$ cat config.mk
export PLATFORM = sky130hd
export DESIGN_NAME = flash_seq
export DESIGN_NICKNAME = d
export VERILOG_FILES = /design/src/logic/flash_seq.v
export VERILOG_INCLUDE_DIRS = /design/src /design/src/shared
export SDC_FILE = /design/constraint.sdc
export NUM_CORES = 1
export LEC_CHECK = 0
export BUFFER_PORTS_ARGS = -buffer_cell sky130_fd_sc_hd__buf_2
export CAP_MARGIN = 15
export CORE_ASPECT_RATIO = 0.5
export CORE_MARGIN = 8
export CORE_UTILIZATION = 45
export CTS_CLUSTER_SIZE = 10
export DETAILED_ROUTE_END_ITERATION = 10
export PLACE_DENSITY = 0.76
export SETUP_SLACK_MARGIN = 0.2
export SKIP_CTS_REPAIR_TIMING = 1
export SYNTH_ARGS = -nofsm -noshare
export SYNTH_HDL_FRONTEND = slang
export SYNTH_SLANG_ARGS = --single-unit
$ cat constraint.sdc
create_clock -name clk -period 3.57 [get_ports clk]
set_input_delay 0.714 -clock clk [delete_from_list [all_inputs] [get_ports clk]]
set_output_delay 0.714 -clock clk [all_outputs]
set_load 0.01 [all_outputs]
$ cat src/shared/flash_seq_consts.vh
// constants for the flash programming sequencer
`ifndef FLASH_SEQ_CONSTS_VH
`define FLASH_SEQ_CONSTS_VH
`define OFS_DATA 8'he2
`define OFS_ADDR_HIGH 8'he3
`define OFS_ADDR_LOW 8'he4
`define OFS_MODE 8'hf5
`define OFS_CMD 8'he6
`define OFS_CTRL 8'he7
`define OFS_LOW_BOUND 8'hf6
`define OFS_STATUS 8'hf7
`define RST_DATA 8'hff
`define RST_ADDR 8'h00
`define RST_MODE 5'h00
`define RST_CTRL 8'h00
`define CTRL_ENABLE 7
`define CTRL_BOOT_SEL 6
`define CTRL_SOFT_RST 5
`define CTRL_FAIL 4
`define SOFT_BOOT_CODE 3'h7
`define KEY_FIRST 8'h46
`define KEY_SECOND 8'hb9
`define MODE_STANDBY 5'h00
`define MODE_READ 5'h01
`define MODE_PROGRAM 5'h02
`define MODE_ERASE 5'h03
`define NO_LOADER_HIGH 16'h3dff
`define FLASH_TIMEOUT_CYCLES 16'h0fff
`endif

$ cat src/logic/flash_seq.v
// flash programming sequencer: trigger, stall, range check, boot control
// Overview of operation
// - 111 written from application memory reboots loader
// - loader boot needs a nonempty loader region
// - loader fetches offset by loader start
// - stall cpu; hold interrupts pending meanwhile
// - release cpu; service still-set pending interrupts
// - freeze cpu, resume at next instruction
// - loader mode ignores targets past data region
// - application mode limited to data region
// - with loader: bounds from loader start
// - without loader: upper bound fixed 0x3dff
// - low bound setting loaded from configuration
// - application code cannot alter loader region
// - start needs 46 then b9 with enable
// - mode codes: standby read program erase
// - boot select picks loader on a soft reset, if a loader is present
// - fail flag set on failure, cleared otherwise
`timescale 1ns/1ps
`default_nettype none
`include "flash_seq_consts.vh"
module flash_seq #(
   parameter ADDR_W = 16,
   parameter [15:0] TIMEOUT = `FLASH_TIMEOUT_CYCLES
) (
   input wire clk,
   input wire nrst,
   input wire [7:0] reg_addr,
   input wire [7:0] reg_wdata,
   input wire reg_wr,
   input wire reg_rd,
   output reg [7:0] reg_rdata,
   input wire [ADDR_W-1:0] loader_start,
   input wire loader_present,
   input wire hw_loader_boot_option,
   input wire hw_loader_boot_on_ext_reset_option,
   input wire [7:0] cfg_low_bound,
   input wire cfg_load,
   input wire running_in_loader,
   input wire [ADDR_W-1:0] fetch_addr,
   output reg [ADDR_W-1:0] fetch_phys_addr,
   input wire [7:0] irq_req,
   output reg [7:0] irq_pending,
   output reg [7:0] irq_service,
   output wire cpu_freeze,
   output reg soft_reset,
   output reg boot_from_loader,
   output reg flash_req,
   output reg [1:0] flash_op,
   output reg [ADDR_W-1:0] flash_addr,
   output reg [7:0] flash_wdata,
   input wire flash_done,
   input wire flash_ok,
   input wire [7:0] flash_rdata
);
   localparam S_IDLE = 3'b001;
   localparam S_BUSY = 3'b010;
   localparam S_END = 3'b100;
   reg [1:0] rst_sync;
   wire rst_n = rst_sync[1];
   reg [2:0] state;
   reg [7:0] flash_data_port;
   reg [7:0] flash_addr_high;
   reg [7:0] flash_addr_low;
   reg [4:0] flash_op_mode_select;
   reg flash_access_enable;
   reg soft_boot_select;
   reg command_fail_flag;
   reg [2:0] wait_sel;
   reg [7:0] data_region_low_bound;
   reg key_seen;
   reg [15:0] timer;
   reg [ADDR_W-1:0] region_high;
   reg [ADDR_W-1:0] region_low;
   reg [ADDR_W-1:0] size_bytes;
   wire [ADDR_W-1:0] target = {flash_addr_high, flash_addr_low};
   wire mode_valid = (flash_op_mode_select == `MODE_READ) ||
      (flash_op_mode_select == `MODE_PROGRAM) || (flash_op_mode_select == `MODE_ERASE);
   wire cmd_wr = reg_wr && (reg_addr == `OFS_CMD);
   wire trigger = cmd_wr && key_seen && (reg_wdata == `KEY_SECOND)
      && flash_access_enable;
   reg in_range;
   function in_window;
      input [ADDR_W-1:0] a;
      input [ADDR_W-1:0] lo;
      input [ADDR_W-1:0] hi;
      begin
         in_window = (a >= lo) && (a <= hi);
      end
   endfunction
   always @(posedge clk or negedge nrst) begin
      if (!nrst) begin
         rst_sync <= 2'b00;
      end else begin
         rst_sync <= {rst_sync[0], 1'b1};
      end
   end
   // size in 256-byte units from the low bound setting
   always @* begin
      size_bytes = {data_region_low_bound, 8'h00};
      if (loader_present) begin
         region_high = loader_start - 1'b1;
         region_low = loader_start - size_bytes;
      end else begin
         region_high = `NO_LOADER_HIGH;
         region_low = `NO_LOADER_HIGH - size_bytes + 1'b1;
      end
      if (running_in_loader) begin
         in_range = target <= region_high;
      end else begin
         in_range = in_window(target, region_low, region_high);
      end
   end
   // loader code linked at zero, relocated on fetch
   always @* begin
      if (running_in_loader && loader_present) begin
         fetch_phys_addr = fetch_addr + loader_start;
      end else begin
         fetch_phys_addr = fetch_addr;
      end
   end
   // stall is a freeze, not idle: pc is simply held
   assign cpu_freeze = (state != S_IDLE);
   always @(posedge clk or negedge rst_n) begin
      if (!rst_n) begin
         state <= S_IDLE;
         flash_data_port <= `RST_DATA;
         flash_addr_high <= `RST_ADDR;
         flash_addr_low <= `RST_ADDR;
         flash_op_mode_select <= `RST_MODE;
         flash_access_enable <= 1'b0;
         soft_boot_select <= 1'b0;
         command_fail_flag <= 1'b0;
         wait_sel <= 3'h0;
         data_region_low_bound <= 8'h00;
         key_seen <= 1'b0;
         timer <= 16'h0000;
         soft_reset <= 1'b0;
         boot_from_loader <= 1'b0;
         flash_req <= 1'b0;
         flash_op <= 2'h0;
         flash_addr <= {ADDR_W{1'b0}};
         flash_wdata <= 8'h00;
         irq_pending <= 8'h00;
         irq_service <= 8'h00;
         reg_rdata <= 8'h00;
      end else begin
         soft_reset <= 1'b0;
         irq_service <= 8'h00;
         if (cfg_load) begin
            data_region_low_bound <= cfg_low_bound;
         end
         if (cmd_wr) begin
            // any other cmd byte drops the half-seen key
            key_seen <= (reg_wdata == `KEY_FIRST);
         end
         if (reg_wr && state == S_IDLE) begin
            case (reg_addr)
               `OFS_DATA: flash_data_port <= reg_wdata;
               `OFS_ADDR_HIGH: flash_addr_high <= reg_wdata;
               `OFS_ADDR_LOW: flash_addr_low <= reg_wdata;
               `OFS_MODE: flash_op_mode_select <= reg_wdata[4:0];
               `OFS_CTRL: begin
                  flash_access_enable <= reg_wdata[`CTRL_ENABLE];
                  soft_boot_select <= reg_wdata[`CTRL_BOOT_SEL];
                  command_fail_flag <= reg_wdata[`CTRL_FAIL];
                  wait_sel <= reg_wdata[2:0];
                  if (reg_wdata[7:5] == `SOFT_BOOT_CODE && !running_in_loader) begin
                     soft_reset <= loader_present;
                     boot_from_loader <= loader_present;
                  end else if (reg_wdata[`CTRL_SOFT_RST]) begin
                     soft_reset <= 1'b1;
                     boot_from_loader <= reg_wdata[`CTRL_BOOT_SEL]
                        && loader_present;
                  end
               end
               default: ;
            endcase
         end
         case (state)
            S_IDLE: begin
               if (trigger) begin
                  if (mode_valid && in_range) begin
                     state <= S_BUSY;
                     flash_req <= 1'b1;
                     flash_op <= flash_op_mode_select[1:0];
                     flash_addr <= target;
                     flash_wdata <= flash_data_port;
                     timer <= TIMEOUT;
                  end else begin
                     // one frozen cycle, no flash access
                     state <= S_END;
                     command_fail_flag <= 1'b1;
                  end
               end
            end
            S_BUSY: begin
               flash_req <= 1'b0;
               irq_pending <= irq_pending | irq_req;
               timer <= timer - 16'h0001;
               if (flash_done || timer == 16'h0000) begin
                  state <= S_END;
                  command_fail_flag <= !(flash_done && flash_ok);
                  if (flash_done && flash_ok && flash_op == `MODE_READ) begin
                     flash_data_port <= flash_rdata;
                  end
               end
            end
            S_END: begin
               state <= S_IDLE;
               irq_service <= irq_pending & irq_req;
               irq_pending <= 8'h00;
            end
            default: state <= S_IDLE;
         endcase
         if (reg_rd) begin
            case (reg_addr)
               `OFS_DATA: reg_rdata <= flash_data_port;
               `OFS_ADDR_HIGH: reg_rdata <= flash_addr_high;
               `OFS_ADDR_LOW: reg_rdata <= flash_addr_low;
               `OFS_MODE: reg_rdata <= {3'h0, flash_op_mode_select};
               `OFS_CTRL: reg_rdata <= {flash_access_enable, soft_boot_select, 1'b0,
                  command_fail_flag, 1'b0, wait_sel};
               `OFS_LOW_BOUND: reg_rdata <= data_region_low_bound;
               `OFS_STATUS: reg_rdata <= {5'h00, hw_loader_boot_on_ext_reset_option,
                  hw_loader_boot_option, cpu_freeze};
               default: reg_rdata <= 8'h00;
            endcase
         end else begin
            reg_rdata <= 8'h00;
         end
      end
   end
endmodule
`default_nettype wire

# Word level (Yosys, flattened, before mapping)
# Index checks and enable logic that the tools add are counted.
# totals
out_inout_bits	70
inputBits	83
word_cells	118
register_bits	118
# op_classes
order_cmp	2
reduce_logical	29
n_eq_ne	22
bitwise_logic	2
mux	35
addsub	6
# ops
op	n
2-to-1 mux 16 bit	5
== test 8 bit, second input constant	9
2-to-1 mux 8 bit	7
case mux 8 bit (7 select lines)	1
case mux 16 bit (2 select lines)	1
subtractor 16 x 1 -> 16 bit, second input constant	2
adder 16 x 1 -> 16 bit, second input constant	1
adder 16 bit	1
greater-or-equal comparator 16 bit	1
less-or-equal comparator 16 bit	1
zero test 16 bit	1
case mux 8 bit (2 select lines)	1
subtractor 14 x 16 -> 16 bit, first input constant	1
subtractor 16 bit	1
2-to-1 mux 1 bit	14
logical AND 1 bit	12
== test 5 x 2 -> 1 bit, second input constant	2
AND reduction 2 bit	5
2-to-1 mux 3 bit	3
AND reduction 3 bit	3
bitwise AND 8 bit	1
== test 8 x 7 -> 1 bit, second input constant	1
OR 8 bit	1
== test 3 bit, second input constant	2
12 further kinds	19

# Logic depth before layout (Yosys ltp)
# Gate-level depths: netlist of run 1.
# depth
depth_word	10
mapped_depth	20
depth_no_buf	17

# Least setup slack after synthesis of run 1
# Ideal clock, no wire load.
# synth_path
kind	input to register
startpoint	input port loader_start[3]
endpoint	register flash_addr[12]
arrival_time_ns	4.168
cell_stages	14
slack_ns	-0.723
required_time_ns	3.445
n_path_buf	2
cell_sequence	or4_1 -> or3_1 -> nor4_2 -> nand2_1 -> xnor2_1 -> nand2_1 -> ha_1 -> nand4_1 -> nor4_1 -> nor4bb_1 -> o2111ai_2 -> buf_6 -> buf_6 -> mux2_4
# synth_via
elab_chain_len	7
word_cells_on_any_way	10
# synth_rtl
element	line	text
start, declared	flash_seq.v:33	input wire [ADDR_W-1:0] loader_start,
subtractor 16 bit or subtractor 16 x 1 -> 16 bit (tied branches)	flash_seq.v:103, flash_seq.v:102	
2-to-1 mux 16 bit	flash_seq.v:101	if (loader_present) begin
greater-or-equal comparator 16 bit or less-or-equal comparator 16 bit (tied branches)	flash_seq.v:88, flash_seq.v:109	
logical AND 1 bit	flash_seq.v:88	in_window = (a >= lo) && (a <= hi);
2-to-1 mux 1 bit (*)	flash_seq.v:108	if (running_in_loader) begin
logical AND 1 bit (*)	flash_seq.v:183	if (mode_valid && in_range) begin
AND reduction 3 bit (no source line) (*)	--	
end signal, assigned	flash_seq.v:142	flash_addr <= {ADDR_W{1'b0}};
end signal, assigned	flash_seq.v:187	flash_addr <= target;
end, declared	flash_seq.v:50	output reg [ADDR_W-1:0] flash_addr,
# Mark *: on every way between the ends. The rest lies on a longest branch, timed or not.
# A chain may end at the register's enable or synchronous reset.

# Worst setup path in the final report of run 1
# layout_path
startpoint	input port loader_start[8]
endpoint	register flash_addr[14]
# The elaborated chain is that of the path after synthesis.

==> results of run 1 <==
-- area by class of cell --
class / instances / area, um^2 / share of cell area [%]
multi-input combinational: 597 / 4790 / 46.6
sequential: 118 / 2970 / 28.9
timing repair buffer: 240 / 1520 / 14.8
clock buffer: 18 / 429 / 4.17
tap: 227 / 284 / 2.76
clock inverter: 14 / 179 / 1.74
inverter: 28 / 109 / 1.06
-- worst max path at each step --
stage / slack (ps) / end / from
after global routing: -550 / flash_op[1] / data_region_low_bound[0]
after global placement: -720 / flash_wdata[5] / loader_start[8]
after floorplan: -510 / flash_addr[12] / loader_start[3]
final: -400 / flash_addr[14] / loader_start[8]
after detailed placement: -790 / flash_wdata[6] / loader_start[8]
after CTS: -430 / flash_wdata[4] / loader_start[8]
-- worst register-to-register path, cell delays in order (launching register included) --
cell,delay (ps)
sky130_fd_sc_hd__dfrtp_1,410
sky130_fd_sc_hd__ha_4,160
sky130_fd_sc_hd__inv_2,40
sky130_fd_sc_hd__fa_2,360
sky130_fd_sc_hd__a21o_1,190
sky130_fd_sc_hd__a21oi_2,140
sky130_fd_sc_hd__o21bai_1,90
sky130_fd_sc_hd__a21oi_1,170
sky130_fd_sc_hd__xnor2_1,90
sky130_fd_sc_hd__a21oi_1,160
sky130_fd_sc_hd__ha_2,300
sky130_fd_sc_hd__nand4_1,130
sky130_fd_sc_hd__nor2_2,50
sky130_fd_sc_hd__a2111o_1,430
sky130_fd_sc_hd__a311o_1,400
sky130_fd_sc_hd__o2111ai_4,170
sky130_fd_sc_hd__clkbuf_16,250
sky130_fd_sc_hd__mux2_4,300
-- report_power, final --
group / switching, W / internal [W] / total, W
combinational: 0.000374 / 0.000337 / 0.000711
sequential: 0.0000541 / 0.00137 / 0.00142
clock: 0.000649 / 0.00110 / 0.00175
total: 0.00108 / 0.00281 / 0.00389
-- cells by family after synthesis --
group                      share of synthesized area [%]
DFF                                                 39.2
AOI/OAI and AO/OA                                   14.3
and+or+nand+nor                                     18.2
other                                             0.0496
xor gates and xnor gates                            4.52
buffers and inverters                               2.82
adders and majority gates                           10.1
muxes                                               10.8
-- stage by stage --
stage / worst slack (ps) / total power (W) / TNS [ps] / util [%]
final: -404 / 0.00389 / -16390 / 62.8
after global routing: -546 / 0.00404 / -23350 / 62.8
after CTS: -434 / 0.00382 / -16590 / 59.7
after detailed placement: -793 / 0.00207 / -33720 / 56.0
after global placement: -723 / 0.00205 / -30620 / 56.0
after floorplan: -513 / 0.00178 / -17470 / -
-- Yosys cell counts, types with 16 or more instances --
library cell	count	area share, %
sky130_fd_sc_hd__dfrtp_1	109	36
sky130_fd_sc_hd__nand2_1	80	4.0
sky130_fd_sc_hd__ha_1	58	9.6
sky130_fd_sc_hd__mux2_2	55	8.2
sky130_fd_sc_hd__o21ai_0	52	3.4
sky130_fd_sc_hd__a21oi_1	44	2.9
sky130_fd_sc_hd__nor2_1	32	1.6
sky130_fd_sc_hd__inv_1	27	1.3
sky130_fd_sc_hd__xnor2_1	25	2.9
sky130_fd_sc_hd__and3_1	20	1.7
sky130_fd_sc_hd__nand3_1	20	1.3
sky130_fd_sc_hd__nor3_1	16	1.1
-- routing by layer --
| metal | share of wire [%] | wire length, um |
|---|---|---|
| met3 | 7.7 | 1840 |
| met5 | 0.033 | 8 |
| met2 | 47 | 11300 |
| met1 | 43 | 10200 |
| met4 | 2.4 | 567 |
-- flip-flops by register name, summed over array words and instances, names as in the netlist, 2 cells and up --
register and count:
flash_addr 16, timer 16, data_region_low_bound 8, flash_addr_high 8
flash_addr_low 8, flash_data_port 8, flash_wdata 8, irq_pending 8
irq_service 8, reg_rdata 8, flash_op_mode_select 5, state 3
wait_sel 3, flash_op 2, rst_sync 2
-- cell usage in the layout, fill, tap and decap left out, types with 12 or more instances in the layout --
cell type and count:
sky130_fd_sc_hd__nand2_1 80, sky130_fd_sc_hd__xnor2_1 25, sky130_fd_sc_hd__nand3_1 20, sky130_fd_sc_hd__mux2_4 26, sky130_fd_sc_hd__clkbuf_16 18, sky130_fd_sc_hd__nor3_1 12
sky130_fd_sc_hd__xor2_1 14, sky130_fd_sc_hd__ha_1 51, sky130_fd_sc_hd__mux2_2 36, sky130_fd_sc_hd__dfrtp_1 108, sky130_fd_sc_hd__o21ai_0 44, sky130_fd_sc_hd__buf_2 150
sky130_fd_sc_hd__and3_1 20, sky130_fd_sc_hd__nor2_1 31, sky130_fd_sc_hd__inv_1 22, sky130_fd_sc_hd__buf_4 75, sky130_fd_sc_hd__a21oi_1 36
==> results_dict.tcl, run 1 <==
set metrics [dict create \
    slowest_stage "sky130_fd_sc_hd__a2111o_1" \
    core_um2 16400 \
    std_cell_rows 33 \
    grt_pass1_vias 7106 \
    post-dp-hpwl_um 17400 \
    drv.max_cap_violation_count 0 \
    global_route.usage.total_pct 21.2 \
    yosys_warnings 0 \
    drive_gt1_share_pct 40.0 \
    grt_pass1_wl_um 36300 \
    post_dp_cell_area_um2 9180 \
    postSynth.topFlopCell "sky130_fd_sc_hd__dfrtp_1" \
    clk_pin_slew_ps 60 \
    layout-area-overhead-vs-synth_pct 36.2 \
    viasPerCell 5.71 \
    numCtsBuffers 17 \
    synth-edff-count 0 \
    initial_core_util_pct 46.1 \
    insertion_delay_ps 420 \
    die_x_extent_um 199 \
    drt-total-wl_um 23900 \
    drt_iter0_drc 495 \
    antenna_violating_nets_post_route 0 \
    ys_types 69 \
    setup_ws_ps -404 \
    report.final.setup_viol 49 \
    slew_headroom_pct 22.4 \
    worstPathCellList "buf_6 -> inv_4 -> ha_4 -> inv_2 -> fa_2 -> a21o_1 -> a21oi_2 -> o21bai_1 -> a21oi_1 -> xnor2_1 -> a21oi_1 -> ha_2 -> nand4_1 -> nor2_2 -> a2111o_1 -> a311o_1 -> o2111ai_4 -> clkbuf_16 -> mux2_4" \
    n_antenna_cell 0 \
    dp.cells 1200 \
    period_needed_ps 3970 \
    critical_path_arrival_ps 4270 \
    drc 0 \
    power_density_nw_per_um2 378 \
    netlist_instances 766 \
    clock.fmax_ghz 0.252 \
    finalClockSkew_ps 13.8 \
    ios 153 \
    post_layout_nonfiller_instances 1242 \
    grt_util_met2_pct 34.8 \
    hold_class "in2async" \
    violations_in_the_final_reports "setup timing" \
    cp-end-kind "flop" \
    synth_area_um2 7550 \
    critPathKind "in2reg" \
    result_of_the_run "finished, violations left" \
    detail_route.wl_per_cell_um 19.2 \
    maximum_vdd_ir_drop_uv 320 \
    globalRouteMet1Util_pct 26.7 \
    cellLeakagePower_nw 4.96 \
    timing.critical_path.buf_inv 4 \
    cell_type_with_the_highest_occurrence_count_on_the_critical_path "sky130_fd_sc_hd__a21oi_1" \
    first_pass_iters 6 \
    pin_count_of_the_biggest_net_entering_global_routing 71 \
    sequential_element_share_of_the_synthesized_area_pct 39.2 \
    final_area_um2 10300 \
    rsz0062_at_grt "true" \
    htree_levels 4 \
    worstReg2RegStart "data_region_low_bound[0]" \
    grt_util_met3_pct 5.05 \
    hold_violations 0 \
    timing_max_transition_violations_final 0 \
    synthArstFlopShare_pct 100 \
    design.die.area_um2 21400 \
    tritoncts "yes" \
    grt_antenna_before_repair 1 \
    fp.dieH_um 108 \
    synth_area_per_cell_um2 9.86 \
    crit_fanout 7 \
    worst_path_dominant_cell_family "compound AO/OA/AOI/OAI gates" \
    fill_cells 1273 \
    cell_depth_of_the_worst_setup_path 19 \
    cp_slowest_stage_delay_ps 430 \
    startpoint_type "input pin" \
    holdWs_ps 75.4 \
    worstPathRequired_ps 3860 \
    vias 7097 \
    timing.reg2reg.worst_path_depth 17 \
    routability_congestion_estimate_from_global_placement 0.904 \
    cts_max_path_bufs 2 \
    ff2ff_setup_slack_ps -390 \
    synth_fp_nets 909 \
    finalCritPeriodShare_pct 111 \
    global_route.overflow_total 0 \
    cts_num_sinks 118 \
    worstReg2RegEnd "flash_addr[14]" \
    clock_tree.root_cell "sky130_fd_sc_hd__clkbuf_16" \
    top_usage_layer "met2" \
    final_nets 1145 \
    worst-slew-pin-transition_ps 1150 \
    port-buffer-count 152 \
    yosys_register_bits 118 \
]
No activity file was read; power rests on OpenSTA's default activity.
==> inputs of run 2 (changes only) <==
- CORE_UTILIZATION: 45 -> 51
- PLACE_DENSITY: 0.76 -> 0.84
==> run 2 against run 1 <==
Against the previous run: the run still ends with setup timing left; sequential share of layout area up 0.58 points; first-iteration DRC count up 54%; final cell count down 2.3%; critical path type unchanged.
==> results_dict.tcl, run 2 (same netlist as run 1, synthesis figures left out) <==
set metrics [dict create \
    result_of_the_run "finished, violations left" \
    violations_in_the_final_reports "setup timing" \
    initial_core_util_pct 52.2 \
    routability_congestion_estimate_from_global_placement 0.969 \
    design.die.area_um2 19200 \
    cell_depth_of_the_worst_setup_path 15 \
    insertion_delay_ps 410 \
    net-switching-power_w 0.00107 \
    std_cell_rows 31 \
    worst-slew-pin-transition_ps 1180 \
    share_of_total_power_in_sequential_cells_pct 38.1 \
    timing_max_transition_violations_final 0 \
    power.switching_fraction_pct 28.7 \
    die_x_extent_um 188 \
    grt_antenna_before_repair 0 \
    hold_violations 0 \
    global_route.usage.total_pct 23.5 \
    critical_path_arrival_ps 4300 \
    power_internal_w 0.00266 \
    layout-area-overhead-vs-synth_pct 33.5 \
    holdWs_ps 79.3 \
    grt_pass1_vias 7291 \
    drt-total-wl_um 24200 \
    clock.fmax_ghz 0.249 \
    crit_fanout 5 \
    worstReg2RegStart "data_region_low_bound[0]" \
    cell_type_with_the_highest_occurrence_count_on_the_critical_path "sky130_fd_sc_hd__buf_4" \
    pin_count_of_the_biggest_net_entering_global_routing 63 \
    drive_gt1_share_pct 39.8 \
    global_route.overflow_total 0 \
    mostFrequentLayoutCell "sky130_fd_sc_hd__buf_2" \
    cts_max_path_bufs 2 \
    worstReg2RegEnd "flash_addr[11]" \
    ff2ff_setup_slack_ps -430 \
    timing.reg2reg.worst_path_depth 17 \
    worstPathCellList "buf_2 -> or4_4 -> buf_4 -> nor3_2 -> nand3b_1 -> or3_1 -> and3_1 -> ha_1 -> nand4_1 -> nor4_2 -> o21ai_1 -> o211a_1 -> o2111ai_4 -> buf_4 -> mux2_2" \
    clock_tree.root_cell "sky130_fd_sc_hd__clkbuf_16" \
    largest_registers "flash_addr x16, timer x16" \
    n_antenna_cell 0 \
    clk_pin_slew_ps 60 \
    most_frequent_cells_in_the_layout "150 x sky130_fd_sc_hd__buf_2, 108 x sky130_fd_sc_hd__dfrtp_1, 80 x sky130_fd_sc_hd__nand2_1" \
    cp_slowest_stage_delay_ps 530 \
    ios 153 \
    startpoint_type "input pin" \
    drt_iter0_drc 762 \
    slowest_stage "sky130_fd_sc_hd__or4_4" \
    final.setup.tns_ps -16170 \
    worst_path_dominant_cell_family "simple AND/OR/NAND/NOR gates" \
    vias 7252 \
    power_density_nw_per_um2 370 \
    critPathKind "in2reg" \
    cts_num_sinks 118 \
    rsz0062_at_grt "true" \
    first_pass_iters 6 \
    grt_pass1_wl_um 36600 \
    final_util_pct 69.7 \
    antenna_violating_nets_post_route 0 \
    clkPwrFrac_pct 42.8 \
    worstPathRequired_ps 3860 \
    detail_route.wl_per_cell_um 20.0 \
    fill_cells 1049 \
    numCtsBuffers 17 \
    crit_end "flash_addr[11]" \
    drc 0 \
    report.final.setup_viol 50 \
    port-buffer-count 152 \
    viasPerCell 5.98 \
    tritoncts "yes" \
    slew_headroom_pct 20.4 \
    cellLeakagePower_nw 4.86 \
    finalCritPeriodShare_pct 112 \
    drv.max_cap_violation_count 0 \
    final_nets 1145 \
    setup_ws_ps -442 \
    hold_class "in2async" \
    comb_power_share_pct 19.0 \
    post-dp-hpwl_um 16900 \
    maximum_vdd_ir_drop_uv 303 \
    period_needed_ps 4010 \
    fp.dieH_um 102 \
    crit_path_start "loader_start[5]" \
    cp-end-kind "flop" \
    finalClockSkew_ps 6.60 \
    core_um2 14500 \
    timing.critical_path.buf_inv 3 \
    htree_levels 4 \
]
## run 2: changes by cell type in the layout (fill, tap and decap cells not counted), moves of 2 or more
cell,change
sky130_fd_sc_hd__inv_6,+3
sky130_fd_sc_hd__buf_4,+3
sky130_fd_sc_hd__mux2_2,+14
sky130_fd_sc_hd__clkinv_4,-5
sky130_fd_sc_hd__clkinv_2,+2
sky130_fd_sc_hd__bufinv_16,-2
sky130_fd_sc_hd__clkinvlp_4,+2
sky130_fd_sc_hd__mux2_4,-14
sky130_fd_sc_hd__buf_12,-2
## run 2: final cells by class
cell class	count	area [um^2]	share of cell area (%)
Multi-Input combinational cell	597	4730	46.9
Timing Repair Buffer	240	1480	14.7
Inverter	28	106	1.05
Tap cell	198	248	2.46
Clock buffer	18	429	4.26
Clock inverter	14	126	1.25
Sequential cell	118	2970	29.4
## run 2: worst min-delay path by stage
stage                           start     endpoint  slack [ps]  cells past startpoint
final                            nrst  rst_sync[1]          80                      1
after global routing             nrst  rst_sync[1]          70                      1
after CTS                        nrst  rst_sync[1]          70                      1
after detailed placement  rst_sync[0]  rst_sync[1]         340                      0
after global placement    rst_sync[0]  rst_sync[1]         340                      0
after floorplan           rst_sync[0]  rst_sync[1]         330                      0
## run 2: per-layer routing
layer	vias up	track usage [%]	routed length (um)
met3	92	6.71	2110
met5	-	0	0
li1	3299	-	-
met2	365	40.1	11500
met4	0	7.88	905
met1	3496	28.6	9720
## run 2: power groups by stage
stage / Clock (W) / Sequential (W) / Combinational (W)
after floorplan: 0 / 0.00143 / 0.000343
after global placement: 0 / 0.00144 / 0.000599
after detailed placement: 0 / 0.00144 / 0.000621
after CTS: 0.00162 / 0.00142 / 0.000628
after global routing: 0.00168 / 0.00143 / 0.000776
final: 0.00160 / 0.00142 / 0.000711
## run 2: through the flow
stage / total power (W) / std cells / setup slack [ps] / area, um^2
after global routing: 0.00388 / 1213 / -571 / 10100
after floorplan: 0.00178 / 766 / -513 / 7610
final: 0.00374 / 1213 / -442 / 10100
after global placement: 0.00204 / 1172 / -716 / 9130
after CTS: 0.00367 / 1204 / -479 / 9680
after detailed placement: 0.00206 / 1172 / -845 / 9130
